===== config.mk =====
export PLATFORM = sky130hd
export DESIGN_NAME = sfc_top
export DESIGN_NICKNAME = d
export VERILOG_FILES = /design/src/verilog/sfc_pkg.sv /design/src/verilog/sfc_top.sv
export SDC_FILE = /design/constraint.sdc
export NUM_CORES = 1
export LEC_CHECK = 0
export BUFFER_PORTS_ARGS = -buffer_cell sky130_fd_sc_hd__buf_2
export CAP_MARGIN = 5
export CORE_UTILIZATION = 49
export DETAILED_ROUTE_END_ITERATION = 8
export PLACE_DENSITY = 0.75
export SYNTH_ARGS = -nofsm -noshare
export SYNTH_HDL_FRONTEND = slang
export SYNTH_SLANG_ARGS = --single-unit

===== constraint.sdc =====
create_clock -name i_clk -period 2 [get_ports i_clk]
set_input_delay 0.2 -clock i_clk [delete_from_list [all_inputs] [get_ports i_clk]]
set_output_delay 0.2 -clock i_clk [all_outputs]
set_load 0.005 [all_outputs]

===== src/verilog/sfc_pkg.sv =====
// Package of constants and types for the serial FIFO configuration block.
package sfc_pkg;
  localparam int unsigned ADDR_W = 8;
  localparam logic [7:0] OFF_RX_CFG = 8'h00;
  localparam logic [7:0] OFF_TX_CFG = 8'h04;
  localparam logic [7:0] OFF_RX_STAT = 8'h08;
  localparam logic [7:0] OFF_TX_STAT = 8'h0C;
  localparam logic [7:0] OFF_SETUP = 8'h10;
  localparam logic [7:0] OFF_IRQ_STAT = 8'h14;
  localparam logic [7:0] OFF_IRQ_MASK = 8'h18;
  localparam int unsigned CLR_BIT = 7;
  localparam int unsigned TRIG_BIT = 6;
  localparam int unsigned THR_LSB = 0;
  localparam int unsigned EN_BIT = 0;
  localparam int unsigned DPX_LSB = 1;
  localparam int unsigned IRQ_RX_BIT = 0;
  localparam int unsigned IRQ_TX_BIT = 1;
  localparam logic [1:0] CFG_RESET = 2'h0;
  localparam logic [2:0] LVL_EMPTY = 3'h0;
  localparam logic [2:0] LVL_ONE = 3'h1;
  localparam logic [2:0] LVL_TWO = 3'h2;
  localparam logic [2:0] LVL_THREE = 3'h3;
  localparam logic [2:0] LVL_FOUR = 3'h4;
  localparam int unsigned DEPTH = 4;
  typedef enum logic [1:0] {
    SFC_DPX_OFF = 2'h0,
    SFC_DPX_HALF_RX = 2'h1,
    SFC_DPX_HALF_TX = 2'h2,
    SFC_DPX_FULL = 2'h3
  } sfc_dpx_t;
endpackage


===== src/verilog/sfc_top.sv =====
// Serial channel FIFO pair with clear commands, thresholds and interrupts.
`timescale 1ns/1ps
module sfc_top
  import sfc_pkg::*;
(
  input wire logic i_clk,
  input wire logic i_rst_n,
  input wire logic i_psel,
  input wire logic i_penable,
  input wire logic i_pwrite,
  input wire logic [sfc_pkg::ADDR_W-1:0] i_paddr,
  input wire logic [31:0] i_pwdata,
  output logic [31:0] o_prdata,
  output logic o_pready,
  output logic o_pslverr,
  input wire logic i_rx_valid,
  input wire logic [7:0] i_rx_data,
  output logic o_rx_ready,
  input wire logic i_rx_pop,
  output logic [7:0] o_rx_data,
  output logic o_rx_avail,
  input wire logic i_tx_push,
  input wire logic [7:0] i_tx_data,
  output logic o_tx_space,
  input wire logic i_tx_pop,
  output logic [7:0] o_tx_data,
  output logic o_tx_avail,
  output logic o_rx_event,
  output logic o_tx_event,
  output logic o_irq
);
  import sfc_pkg::*;

  logic rst_s1_q, rst_n;
  always_ff @(posedge i_clk or negedge i_rst_n) begin
    if (!i_rst_n) begin
      rst_s1_q <= 1'b0;
      rst_n <= 1'b0;
    end else begin
      rst_s1_q <= 1'b1;
      rst_n <= rst_s1_q;
    end
  end

  ////////////////////////////////////////////////////////////////////////////
  logic wr_en, rd_en;
  logic rx_trig_q, tx_trig_q, fifo_en_q;
  logic [1:0] rx_thr_q, tx_thr_q, irq_stat_q, irq_mask_q;
  sfc_dpx_t dpx_q;
  logic rx_clr, tx_clr;
  assign wr_en = i_psel && i_penable && i_pwrite;
  assign rd_en = i_psel && i_penable && !i_pwrite;
  assign o_pready = 1'b1;
  assign o_pslverr = 1'b0;
  assign rx_clr = wr_en && i_paddr == OFF_RX_CFG && i_pwdata[CLR_BIT];
  assign tx_clr = wr_en && i_paddr == OFF_TX_CFG && i_pwdata[CLR_BIT];

  always_ff @(posedge i_clk or negedge rst_n) begin
    if (!rst_n) begin
      rx_trig_q <= 1'b0;
      rx_thr_q <= CFG_RESET;
      tx_trig_q <= 1'b0;
      tx_thr_q <= CFG_RESET;
      fifo_en_q <= 1'b0;
      dpx_q <= SFC_DPX_OFF;
      irq_mask_q <= 2'h0;
    end else if (wr_en) begin
      case (i_paddr)
        OFF_RX_CFG: begin
          rx_trig_q <= i_pwdata[TRIG_BIT];
          rx_thr_q <= i_pwdata[THR_LSB+:2];
        end
        OFF_TX_CFG: begin
          tx_trig_q <= i_pwdata[TRIG_BIT];
          tx_thr_q <= i_pwdata[THR_LSB+:2];
        end
        OFF_SETUP: begin
          fifo_en_q <= i_pwdata[EN_BIT];
          dpx_q <= sfc_dpx_t'(i_pwdata[DPX_LSB+:2]);
        end
        OFF_IRQ_MASK: irq_mask_q <= i_pwdata[1:0];
        default: ;
      endcase
    end
  end

  ////////////////////////////////////////////////////////////////////////////
  // Depth and thresholds follow the duplex setting.
  logic full_dpx;
  logic [2:0] rx_depth, tx_depth, rx_lvl_thr, tx_lvl_thr;
  assign full_dpx = dpx_q == SFC_DPX_FULL;
  always_comb begin
    rx_depth = LVL_EMPTY;
    tx_depth = LVL_EMPTY;
    if (fifo_en_q) begin
      case (dpx_q)
        SFC_DPX_HALF_RX: rx_depth = LVL_FOUR;
        SFC_DPX_HALF_TX: tx_depth = LVL_FOUR;
        SFC_DPX_FULL: begin
          rx_depth = LVL_TWO;
          tx_depth = LVL_TWO;
        end
        default: ;
      endcase
    end
    case (rx_thr_q)
      2'h0: rx_lvl_thr = full_dpx ? LVL_TWO : LVL_FOUR;
      2'h1: rx_lvl_thr = LVL_ONE;
      2'h2: rx_lvl_thr = LVL_TWO;
      default: rx_lvl_thr = full_dpx ? LVL_ONE : LVL_THREE;
    endcase
    case (tx_thr_q)
      2'h0: tx_lvl_thr = LVL_EMPTY;
      2'h1: tx_lvl_thr = LVL_ONE;
      2'h2: tx_lvl_thr = full_dpx ? LVL_EMPTY : LVL_TWO;
      default: tx_lvl_thr = full_dpx ? LVL_ONE : LVL_THREE;
    endcase
  end

  ////////////////////////////////////////////////////////////////////////////
  // Two FIFOs; index 0 is receive, index 1 is transmit.
  logic [2:0] lvl_q [2];
  logic [1:0] wp_q [2];
  logic [1:0] rp_q [2];
  logic [7:0] mem_q [2][DEPTH];
  logic [7:0] out_q [2];
  logic push [2];
  logic pop [2];
  logic clr [2];
  logic [7:0] din [2];
  logic [2:0] dep [2];
  assign push[0] = i_rx_valid && o_rx_ready;
  assign push[1] = i_tx_push && o_tx_space;
  assign pop[0] = i_rx_pop && o_rx_avail;
  assign pop[1] = i_tx_pop && o_tx_avail;
  assign clr[0] = rx_clr;
  assign clr[1] = tx_clr;
  assign din[0] = i_rx_data;
  assign din[1] = i_tx_data;
  assign dep[0] = rx_depth;
  assign dep[1] = tx_depth;

  for (genvar f = 0; f < 2; f++) begin : g_fifo
    logic [2:0] lvl_d;
    always_comb begin
      lvl_d = lvl_q[f];
      if (push[f] && !pop[f]) lvl_d = lvl_q[f] + 3'h1;
      if (pop[f] && !push[f]) lvl_d = lvl_q[f] - 3'h1;
    end
    always_ff @(posedge i_clk or negedge rst_n) begin
      if (!rst_n) begin
        lvl_q[f] <= LVL_EMPTY;
        wp_q[f] <= 2'h0;
        rp_q[f] <= 2'h0;
      end else if (clr[f]) begin
        lvl_q[f] <= LVL_EMPTY;
        wp_q[f] <= 2'h0;
        rp_q[f] <= 2'h0;
      end else begin
        lvl_q[f] <= lvl_d;
        if (push[f]) wp_q[f] <= wp_q[f] + 2'h1;
        if (pop[f]) rp_q[f] <= rp_q[f] + 2'h1;
      end
    end
    always_ff @(posedge i_clk) begin
      if (push[f]) mem_q[f][wp_q[f]] <= din[f];
    end
    always_ff @(posedge i_clk or negedge rst_n) begin
      if (!rst_n) out_q[f] <= 8'h00;
      else out_q[f] <= mem_q[f][rp_q[f]];
    end
  end

  // Head word is registered a cycle after it lands, so avail waits for it.
  logic [1:0] head_ok_q;
  always_ff @(posedge i_clk or negedge rst_n) begin
    if (!rst_n) head_ok_q <= 2'h0;
    else begin
      head_ok_q[0] <= lvl_q[0] != LVL_EMPTY && !pop[0] && !clr[0];
      head_ok_q[1] <= lvl_q[1] != LVL_EMPTY && !pop[1] && !clr[1];
    end
  end
  assign o_rx_ready = lvl_q[0] < dep[0] && !rx_clr;
  assign o_tx_space = lvl_q[1] < dep[1] && !tx_clr;
  assign o_rx_avail = head_ok_q[0] && lvl_q[0] != LVL_EMPTY;
  assign o_tx_avail = head_ok_q[1] && lvl_q[1] != LVL_EMPTY;
  assign o_rx_data = out_q[0];
  assign o_tx_data = out_q[1];

  ////////////////////////////////////////////////////////////////////////////
  // Trigger events: one-cycle pulses from the level change.
  logic rx_hit, tx_hit;
  assign rx_hit = (push[0] && !pop[0] && lvl_q[0] + 3'h1 == rx_lvl_thr)
    || (rx_trig_q && pop[0] && lvl_q[0] - 3'h1 > rx_lvl_thr);
  assign tx_hit = (pop[1] && !push[1] && lvl_q[1] - 3'h1 == tx_lvl_thr)
    || (tx_trig_q && pop[1] && lvl_q[1] - 3'h1 < tx_lvl_thr);
  always_ff @(posedge i_clk or negedge rst_n) begin
    if (!rst_n) begin
      o_rx_event <= 1'b0;
      o_tx_event <= 1'b0;
    end else begin
      o_rx_event <= rx_hit && !rx_clr && fifo_en_q;
      o_tx_event <= tx_hit && !tx_clr && fifo_en_q;
    end
  end

  // Sticky status; a new event wins over a write-one clear.
  always_ff @(posedge i_clk or negedge rst_n) begin
    if (!rst_n) irq_stat_q <= 2'h0;
    else begin
      for (int b = 0; b < 2; b++) begin
        if (wr_en && i_paddr == OFF_IRQ_STAT && i_pwdata[b])
          irq_stat_q[b] <= 1'b0;
      end
      if (o_rx_event) irq_stat_q[IRQ_RX_BIT] <= 1'b1;
      if (o_tx_event) irq_stat_q[IRQ_TX_BIT] <= 1'b1;
    end
  end
  assign o_irq = |(irq_stat_q & irq_mask_q);

  ////////////////////////////////////////////////////////////////////////////
  // Read data is captured in the setup cycle and held through the access
  // cycle, so the bus sees a register output with no wait state.
  logic [31:0] rd_word;
  always_comb begin
    case (i_paddr)
      OFF_RX_CFG: rd_word = {24'h0, 1'b0, rx_trig_q, 4'h0, rx_thr_q};
      OFF_TX_CFG: rd_word = {24'h0, 1'b0, tx_trig_q, 4'h0, tx_thr_q};
      OFF_RX_STAT: rd_word = {29'h0, lvl_q[0]};
      OFF_TX_STAT: rd_word = {29'h0, lvl_q[1]};
      OFF_SETUP: rd_word = {29'h0, dpx_q, fifo_en_q};
      OFF_IRQ_STAT: rd_word = {30'h0, irq_stat_q};
      OFF_IRQ_MASK: rd_word = {30'h0, irq_mask_q};
      default: rd_word = 32'h0000_0000;
    endcase
  end
  always_ff @(posedge i_clk or negedge rst_n) begin
    if (!rst_n) o_prdata <= 32'h0000_0000;
    else if (i_psel && !i_penable && !i_pwrite) o_prdata <= rd_word;
    else o_prdata <= 32'h0000_0000;
  end

  ////////////////////////////////////////////////////////////////////////////
  // Clear commands empty the FIFO and rewind both its read and write pointers.
  rx_clear_a: assert property (@(posedge i_clk) disable iff (!rst_n)
    rx_clr |=> lvl_q[0] == LVL_EMPTY && rp_q[0] == 2'h0)
    else $error("rx clear failed");
  tx_clear_a: assert property (@(posedge i_clk) disable iff (!rst_n)
    tx_clr |=> lvl_q[1] == LVL_EMPTY && wp_q[1] == 2'h0)
    else $error("tx clear failed");
  rx_trig_a: assert property (@(posedge i_clk) disable iff (!rst_n)
    (fifo_en_q && push[0] && !pop[0] && !rx_clr
     && lvl_q[0] + 3'h1 == rx_lvl_thr) |=> o_rx_event)
    else $error("rx threshold event missing");
  rx_over_a: assert property (@(posedge i_clk) disable iff (!rst_n)
    (fifo_en_q && rx_trig_q && pop[0] && !rx_clr
     && lvl_q[0] - 3'h1 > rx_lvl_thr) |=> o_rx_event)
    else $error("rx read event missing");
  rx_thr_a: assert property (@(posedge i_clk) disable iff (!rst_n)
    (full_dpx && rx_thr_q == 2'h0) |-> rx_lvl_thr == LVL_TWO)
    else $error("rx threshold decode wrong");
  tx_thr_a: assert property (@(posedge i_clk) disable iff (!rst_n)
    (full_dpx && tx_thr_q == 2'h2) |-> tx_lvl_thr == LVL_EMPTY)
    else $error("tx threshold decode wrong");
  tx_reach_a: assert property (@(posedge i_clk) disable iff (!rst_n)
    (fifo_en_q && pop[1] && !push[1] && !tx_clr
     && lvl_q[1] - 3'h1 == tx_lvl_thr) |=> o_tx_event)
    else $error("tx threshold event missing");
  tx_trig_a: assert property (@(posedge i_clk) disable iff (!rst_n)
    (fifo_en_q && tx_trig_q && pop[1] && !tx_clr
     && lvl_q[1] - 3'h1 < tx_lvl_thr) |=> o_tx_event)
    else $error("tx trigger event missing");
  fifo_depth_a: assert property (@(posedge i_clk)
    disable iff (!rst_n)
    lvl_q[0] <= LVL_FOUR && (!full_dpx || lvl_q[1] <= LVL_TWO))
    else $error("fifo over depth");
  no_room_a: assert property (@(posedge i_clk) disable iff (!rst_n)
    !fifo_en_q |-> !o_rx_ready && !o_tx_space)
    else $error("disabled fifo accepts data");
  clr_read_a: assert property (@(posedge i_clk) disable iff (!rst_n)
    (rd_en && i_paddr == OFF_RX_CFG) |-> o_prdata[CLR_BIT] == 1'b0)
    else $error("clear bit read back");
  irq_raise_a: assert property (@(posedge i_clk) disable iff (!rst_n)
    o_rx_event && irq_mask_q[IRQ_RX_BIT] |=> o_irq)
    else $error("interrupt not raised");
  stat_set_a: assert property (@(posedge i_clk) disable iff (!rst_n)
    o_tx_event |=> irq_stat_q[IRQ_TX_BIT])
    else $error("tx status not set");
  fill_c: cover property (@(posedge i_clk) disable iff (!rst_n)
    lvl_q[0] == LVL_FOUR);
  clear_c: cover property (@(posedge i_clk) disable iff (!rst_n)
    tx_clr && lvl_q[1] != LVL_EMPTY);
  irq_c: cover property (@(posedge i_clk) disable iff (!rst_n)
    $rose(o_irq));
  full_tx_c: cover property (@(posedge i_clk) disable iff (!rst_n)
    full_dpx && lvl_q[1] == LVL_TWO);
  tx_read_c: cover property (@(posedge i_clk) disable iff (!rst_n)
    tx_trig_q && o_tx_event);
endmodule


==> flow_metrics.env, run 1 <==
export IMPL_first_iter_violations=171
export IMPL_dp_cells=596
export IMPL_place_hpwl_um=7410
export IMPL_area_growth_pct=26.5
export IMPL_fin_crit_sh_pct=98.3
export IMPL_ys_seq_elements=117
export IMPL_num_rows=37
export IMPL_clock_latency_ns=0.51
export IMPL_grt_max_degree=52
export IMPL_rr_startpoint="dpx_q[0]"
export IMPL_clk_pin_slew_ns=0.06
export IMPL_core_area_sq_mm=0.0105
export IMPL_critPathLaunch="i_paddr[7]"
export IMPL_fillers=800
export IMPL_gp_congestion=0.885
export IMPL_setup_viol=0
export IMPL_fin_util_pct=64.8
export IMPL_synth_area_mux_share_pct=10.2
export IMPL_crit_path_end_kind="output pin"
export IMPL_cts_tree="done"
export IMPL_root_buffer="clkbuf_8"
export IMPL_wl_per_cell_um=16.7
export IMPL_synth_area_sq_mm=0.00536
export IMPL_wirelength_um=10900
export IMPL_die_y_um=107
export IMPL_gr_total_overflow=0
export IMPL_antennaDiodeCount=0
export IMPL_clock_path_buffers=2
export IMPL_place_area_sq_mm=0.00591
export IMPL_synthArstFlopShare_pct=45.3
export IMPL_drv_cap=0
export IMPL_finalMaxSlewViolations=0
export IMPL_p_leak_nw=2.85
export IMPL_instances_no_fill=651
export IMPL_clock_skew_ns=0.00970
export IMPL_grt_pass1_vias=3562
export IMPL_critPathRequiredTime_ns=1.80
export IMPL_initial_core_util_pct=51.2
export IMPL_htree_levels=4
export IMPL_hold_path_class="input port to flop"
export IMPL_synth_simple_area_share_pct=10.9
export IMPL_clkSinkCount=117
export IMPL_avgSynthCellArea_sq_um=14.0
export IMPL_drc=0
export IMPL_status="finished clean"
export IMPL_synthAdderAreaFrac_pct=4.90
export IMPL_ir_drop_v=0.000552
export IMPL_synthTopCellsByArea="edfxtp_1 (36%), dfrtp_1 (25%), mux4_2 (7.1%), ha_1 (4.9%), buf_4 (4.2%)"
export IMPL_drive_above_1_share_pct=35.9
export IMPL_numPortBuffers=64
export IMPL_worstPathArrival_ns=1.77
export IMPL_synth_top_family_by_area="simple AND/OR/NAND/NOR gates"
export IMPL_ys_seq_area_share_pct=60.6
export IMPL_cts_buffers=17
export IMPL_synthFlopType="edfxtp_1"
export IMPL_final_net_count=589
export IMPL_worstSetupPathType="input port to output pin"
export IMPL_viasPerCell=5.26
export IMPL_yosysTopAreaCellShare_pct=35.9
export IMPL_ys_types=54
export IMPL_crit_fanout=4
export IMPL_grt_pass1_wl_um=17700
export IMPL_worstHoldStart="i_pwdata[1]"
export IMPL_cp_start_kind="input port"
export IMPL_post_synth_top_area_cell="edfxtp_1"
export IMPL_vias=3424
export IMPL_final_hold_viol_count=0
export IMPL_io_pins=122
export IMPL_first_pass_iters=4
export IMPL_drtAntennaViolNets=0
export IMPL_layout_common_cells="buf_2 (64), edfxtp_1 (64), dfrtp_1 (51), conb_1 (31), buf_4 (30)"
export IMPL_stdcell_area_sq_mm=0.00678
export IMPL_syn_inst=384
export IMPL_die_x_um=107
export IMPL_grt_util_all_layers_pct=20.9
export IMPL_post_route_min_period_ns=1.97
export IMPL_antenna_found_initial=0
export IMPL_die_area_sq_mm=0.0114
export IMPL_p_per_area_mw_per_mm2=1270
export IMPL_maxSlewHeadroom_pct=64.1
export IMPL_tightestPinTransition_ns=0.539
export IMPL_yosys_warnings=0
export IMPL_synthXorXnorAreaFrac_pct=2.12
export IMPL_clock_fmax_ghz=0.509
export IMPL_setup_tns_ns=0
export IMPL_synth_edf_count=64
export IMPL_synth_compound_area_share_pct=4.72
## stage by stage
stage / power [mW] / hold slack [ns] / setup WS (ns)
2_1_floorplan: 4.92 / -0.0956 / 0.00869
3_3_place_gp: 5.55 / -0.0156 / -0.0889
3_5_place_dp: 5.71 / -0.0123 / -0.111
4_1_cts: 8.61 / 0.00591 / 0.00112
5_1_grt: 9.14 / 0.0144 / -0.00371
6_report: 8.63 / 0.0380 / 0.0335
## flip-flops by register name, indices dropped and copies added (netlist names), 4 cells and up
register / count
lvl_q: 6
o_prdata: 4
rp_q: 4
mem_q: 64
wp_q: 4
o_tx_data: 8
o_rx_data: 8
## power by group
part           internal, mW  switching (mW)
Sequential             3.01           0.336
Clock                  1.69            1.11
Combinational          1.32            1.17
Total                  6.02            2.62
## cells by family (layout without fill, tap and decap cells)
family	Yosys count	after routing
simple gates	104	104
compound gates	36	36
buf+inv	59	161
other cells	2	31
xor+xnor	13	13
mux	32	32
fa+ha+maj	21	21
flops	117	117
## cell usage after synthesis (all sizes together) (2+ instances only)
cell type / number
o21ai: 3
dfrtp: 53
nand3b: 3
nor3: 4
a211oi: 5
nor2b: 7
nand3: 12
nor4: 4
conb: 2
nand4: 2
a21o: 2
edfxtp: 64
nand4b: 4
nand2: 21
clkbuf: 11
a31oi: 2
o211ai: 2
a21oi: 9
mux2i: 3
nor2: 17
inv: 13
o2111ai: 2
or2: 2
mux2: 12
buf: 35
and3: 12
and2: 5
or4: 4
ha: 21
nand2b: 4
xnor2: 10
mux4: 17
xor2: 3
## worst paths after layout
check / end / slack (ns) / cells after the start
max reg2reg: lvl_q[1] / 0.08 / 6
max: o_rx_ready / 0.03 / 7
min reg2reg: o_tx_data[7] / 0.25 / 1
min in group asynchronous: o_tx_data[7] / 0.25 / 1
max in group asynchronous: rst_n / 1.33 / 3
min: irq_stat_q[1] / 0.04 / 3
## repair_timing
action,in CTS,in global routing
buffers inserted,0,3
hold endpoints to repair,69,1
setup endpoints to repair,71,56
hold buffers,20,1
resized for setup,8,9
## area by class of cell
| cell class | count | area [sq um] | share of cell area, % |
|---|---|---|---|
| Clock buffer | 18 | 428 | 6.31 |
| Clock inverter | 13 | 126 | 1.86 |
| Inverter | 13 | 48.8 | 0.720 |
| Multi-Input combinational cell | 237 | 1970 | 29.0 |
| Sequential cell | 117 | 3250 | 48.0 |
| Tap cell | 136 | 170 | 2.51 |
| Timing Repair Buffer | 117 | 787 | 11.6 |
## worst max-delay path, cell delays in order
cell and delay [ns]:
buf_2 0.10, or4_4 0.57, nor4_4 0.29, buf_4 0.19
and2_1 0.22, a211oi_2 0.06, buf_2 0.13
## metal layers
metal	GRT usage, %	up-vias	part of all wire (%)
met2	36.6	109	53
met1	24.4	1711	41
met5	0	-	0
met3	6.20	15	4.4
li1	-	1589	-
met4	7.44	0	1.7
Power figures use the tool's default switching activity.
==> run 2, diff against run 1 <==
==> constraint.sdc (replaced) <==
create_clock -name i_clk -period 1.8 [get_ports i_clk]
set_input_delay 0.18 -clock i_clk [delete_from_list [all_inputs] [get_ports i_clk]]
set_output_delay 0.18 -clock i_clk [all_outputs]
set_load 0.005 [all_outputs]
==> flow_metrics.env, run 2 (synthesized netlist as in run 1, its figures left out) <==
export IMPL_viasPerCell=5.18
export IMPL_wirelength_um=10700
export IMPL_ir_drop_v=0.000798
export IMPL_drv_cap=0
export IMPL_power_frac_clock_pct=32.4
export IMPL_path_buf_inv=2
export IMPL_fin_crit_sh_pct=109
export IMPL_grt_pass1_vias=3592
export IMPL_post_route_min_period_ns=1.96
export IMPL_drtAntennaViolNets=0
export IMPL_gr_total_overflow=0
export IMPL_clk_pin_slew_ns=0.06
export IMPL_grt_max_degree=27
export IMPL_wl_per_cell_um=15.9
export IMPL_finalMaxSlewViolations=0
export IMPL_violations="negative setup slack"
export IMPL_core_area_sq_mm=0.0105
export IMPL_worstPathArrival_ns=1.78
export IMPL_combinationalPowerShare_pct=31.5
export IMPL_rsz0062_at_grt="true"
export IMPL_critPathRequiredTime_ns=1.62
export IMPL_place_area_sq_mm=0.00603
export IMPL_root_buffer="clkbuf_8"
export IMPL_layout_common_cells="buf_2 (64), edfxtp_1 (64), dfrtp_1 (52), buf_4 (47), conb_1 (31)"
export IMPL_htree_levels=4
export IMPL_num_rows=37
export IMPL_place_hpwl_um=7280
export IMPL_p_per_area_mw_per_mm2=1420
export IMPL_cts_buffers=17
export IMPL_cp_slowest_stage_delay_ns=0.38
export IMPL_clock_path_buffers=2
export IMPL_sw_frac_of_total_pct=29.7
export IMPL_clock_fmax_ghz=0.510
export IMPL_die_y_um=107
export IMPL_area_growth_pct=32.0
export IMPL_first_iter_violations=108
export IMPL_setup_tns_ns=-2.09
export IMPL_cp_slowest_cell="dfrtp_1"
export IMPL_stdcell_area_sq_mm=0.00708
export IMPL_clock_skew_ns=0.0137
export IMPL_fillers=761
export IMPL_gp_congestion=0.856
export IMPL_layout_setup_ws_ns=-0.163
export IMPL_antenna_found_initial=0
export IMPL_largest_reg_flops=64
export IMPL_switchingPower_mw=2.99
export IMPL_antennaDiodeCount=0
export IMPL_die_area_sq_mm=0.0114
export IMPL_status="finished, violations left"
export IMPL_grt_util_all_layers_pct=20.3
export IMPL_clock_latency_ns=0.51
export IMPL_pwr_share_seq_pct=36.1
export IMPL_drc=0
export IMPL_initial_core_util_pct=51.2
export IMPL_worstSetupPathType="flop to output pin"
export IMPL_final_net_count=612
export IMPL_die_x_um=107
export IMPL_crit_path_end_kind="output pin"
export IMPL_path_cells="nand3b_1, ha_4, buf_6, a211oi_2, buf_2"
export IMPL_cp_top_family="flip-flops"
export IMPL_setup_viol=39
export IMPL_hold_path_class="input port to flop"
export IMPL_numPortBuffers=64
export IMPL_cellInternalPower_mw=7.09
export IMPL_cp_start_kind="flop"
export IMPL_holdWs_ns=0.105
export IMPL_io_pins=122
export IMPL_drive_above_1_share_pct=40.4
export IMPL_cts_tree="done"
export IMPL_crit_fanout=2
export IMPL_first_pass_iters=4
export IMPL_clkSinkCount=117
export IMPL_vias=3496
export IMPL_final_hold_viol_count=0
export IMPL_grt_pass1_wl_um=17300
export IMPL_p_leak_nw=3.01
run 2: cell count changes in the layout (fill, tap and decap cells not counted), moves of 3 or more:
cell and delta:
buf_4 +17, and3_2 -8, and3_4 +8, buf_6 +5
a21oi_2 +3
run 2: per-layer routing:
metal,global-route usage (%),wire (um)
met1,25.2,4570
met2,34.3,5490
met3,5.05,437
met5,0,0
met4,8.12,228
run 2: final timing paths:
check,startpoint,end,slack [ns],cells past startpoint
max reg2reg,dpx_q[0],lvl_q[2],-0.10,8
max,dpx_q[1],o_rx_ready,-0.16,5
max in group asynchronous,rst_n,wp_q[1],1.07,1
min reg2reg,rst_n,rx_thr_q[0],0.20,0
min,i_paddr[5],o_prdata[1],0.11,4
min in group asynchronous,rst_n,rx_thr_q[0],0.20,0
run 2: power by group through the flow:
stage | clock network, mW | logic (mW) | registers (mW)
floorplan | 0 | 1.86 | 3.62
global placement | 0 | 2.68 | 3.65
detailed placement | 0 | 2.78 | 3.68
CTS | 3.30 | 3.09 | 3.64
global route | 3.42 | 3.54 | 3.69
finish | 3.26 | 3.18 | 3.63
run 2: repair_timing:
item                       in CTS  in global routing
hold buffers                   22                  0
setup endpoints to repair      72                 77
resized for setup              33                  5
hold endpoints to repair       77                  0
pin swaps                      10                  3
setup buffers                   6                  3
run 2: layout make-up:
type | instances | area (sq um) | share of cell area, %
well taps | 136 | 170 | 2.40
inverters | 13 | 48.8 | 0.690
repair buffers | 140 | 981 | 13.9
flip-flops and latches | 117 | 3250 | 45.9
multi-input cells | 237 | 2050 | 28.9
clock buffers | 19 | 432 | 6.10
clock inverters | 13 | 148 | 2.09
run 2: worst reg2reg max path: stages (launching register included):
cell and delay, ns:
dfrtp_1 0.41, nand3b_1 0.25, ha_4 0.32, a21oi_2 0.05, buf_6 0.15, buf_6 0.12
and4_4 0.13, a311oi_2 0.25, nand2_1 0.09
run 2: through the flow:
| stage | instances | worst slack, ns | utilization [%] | power [mW] |
|---|---|---|---|---|
| global route | 675 | -0.228 | 67.6 | 10.7 |
| floorplan | 413 | -0.121 | - | 5.47 |
| detailed placement | 612 | -0.321 | 57.7 | 6.46 |
| CTS | 672 | -0.197 | 67.2 | 10.0 |
| global placement | 612 | -0.305 | 57.7 | 6.33 |
| finish | 675 | -0.163 | 67.6 | 10.1 |
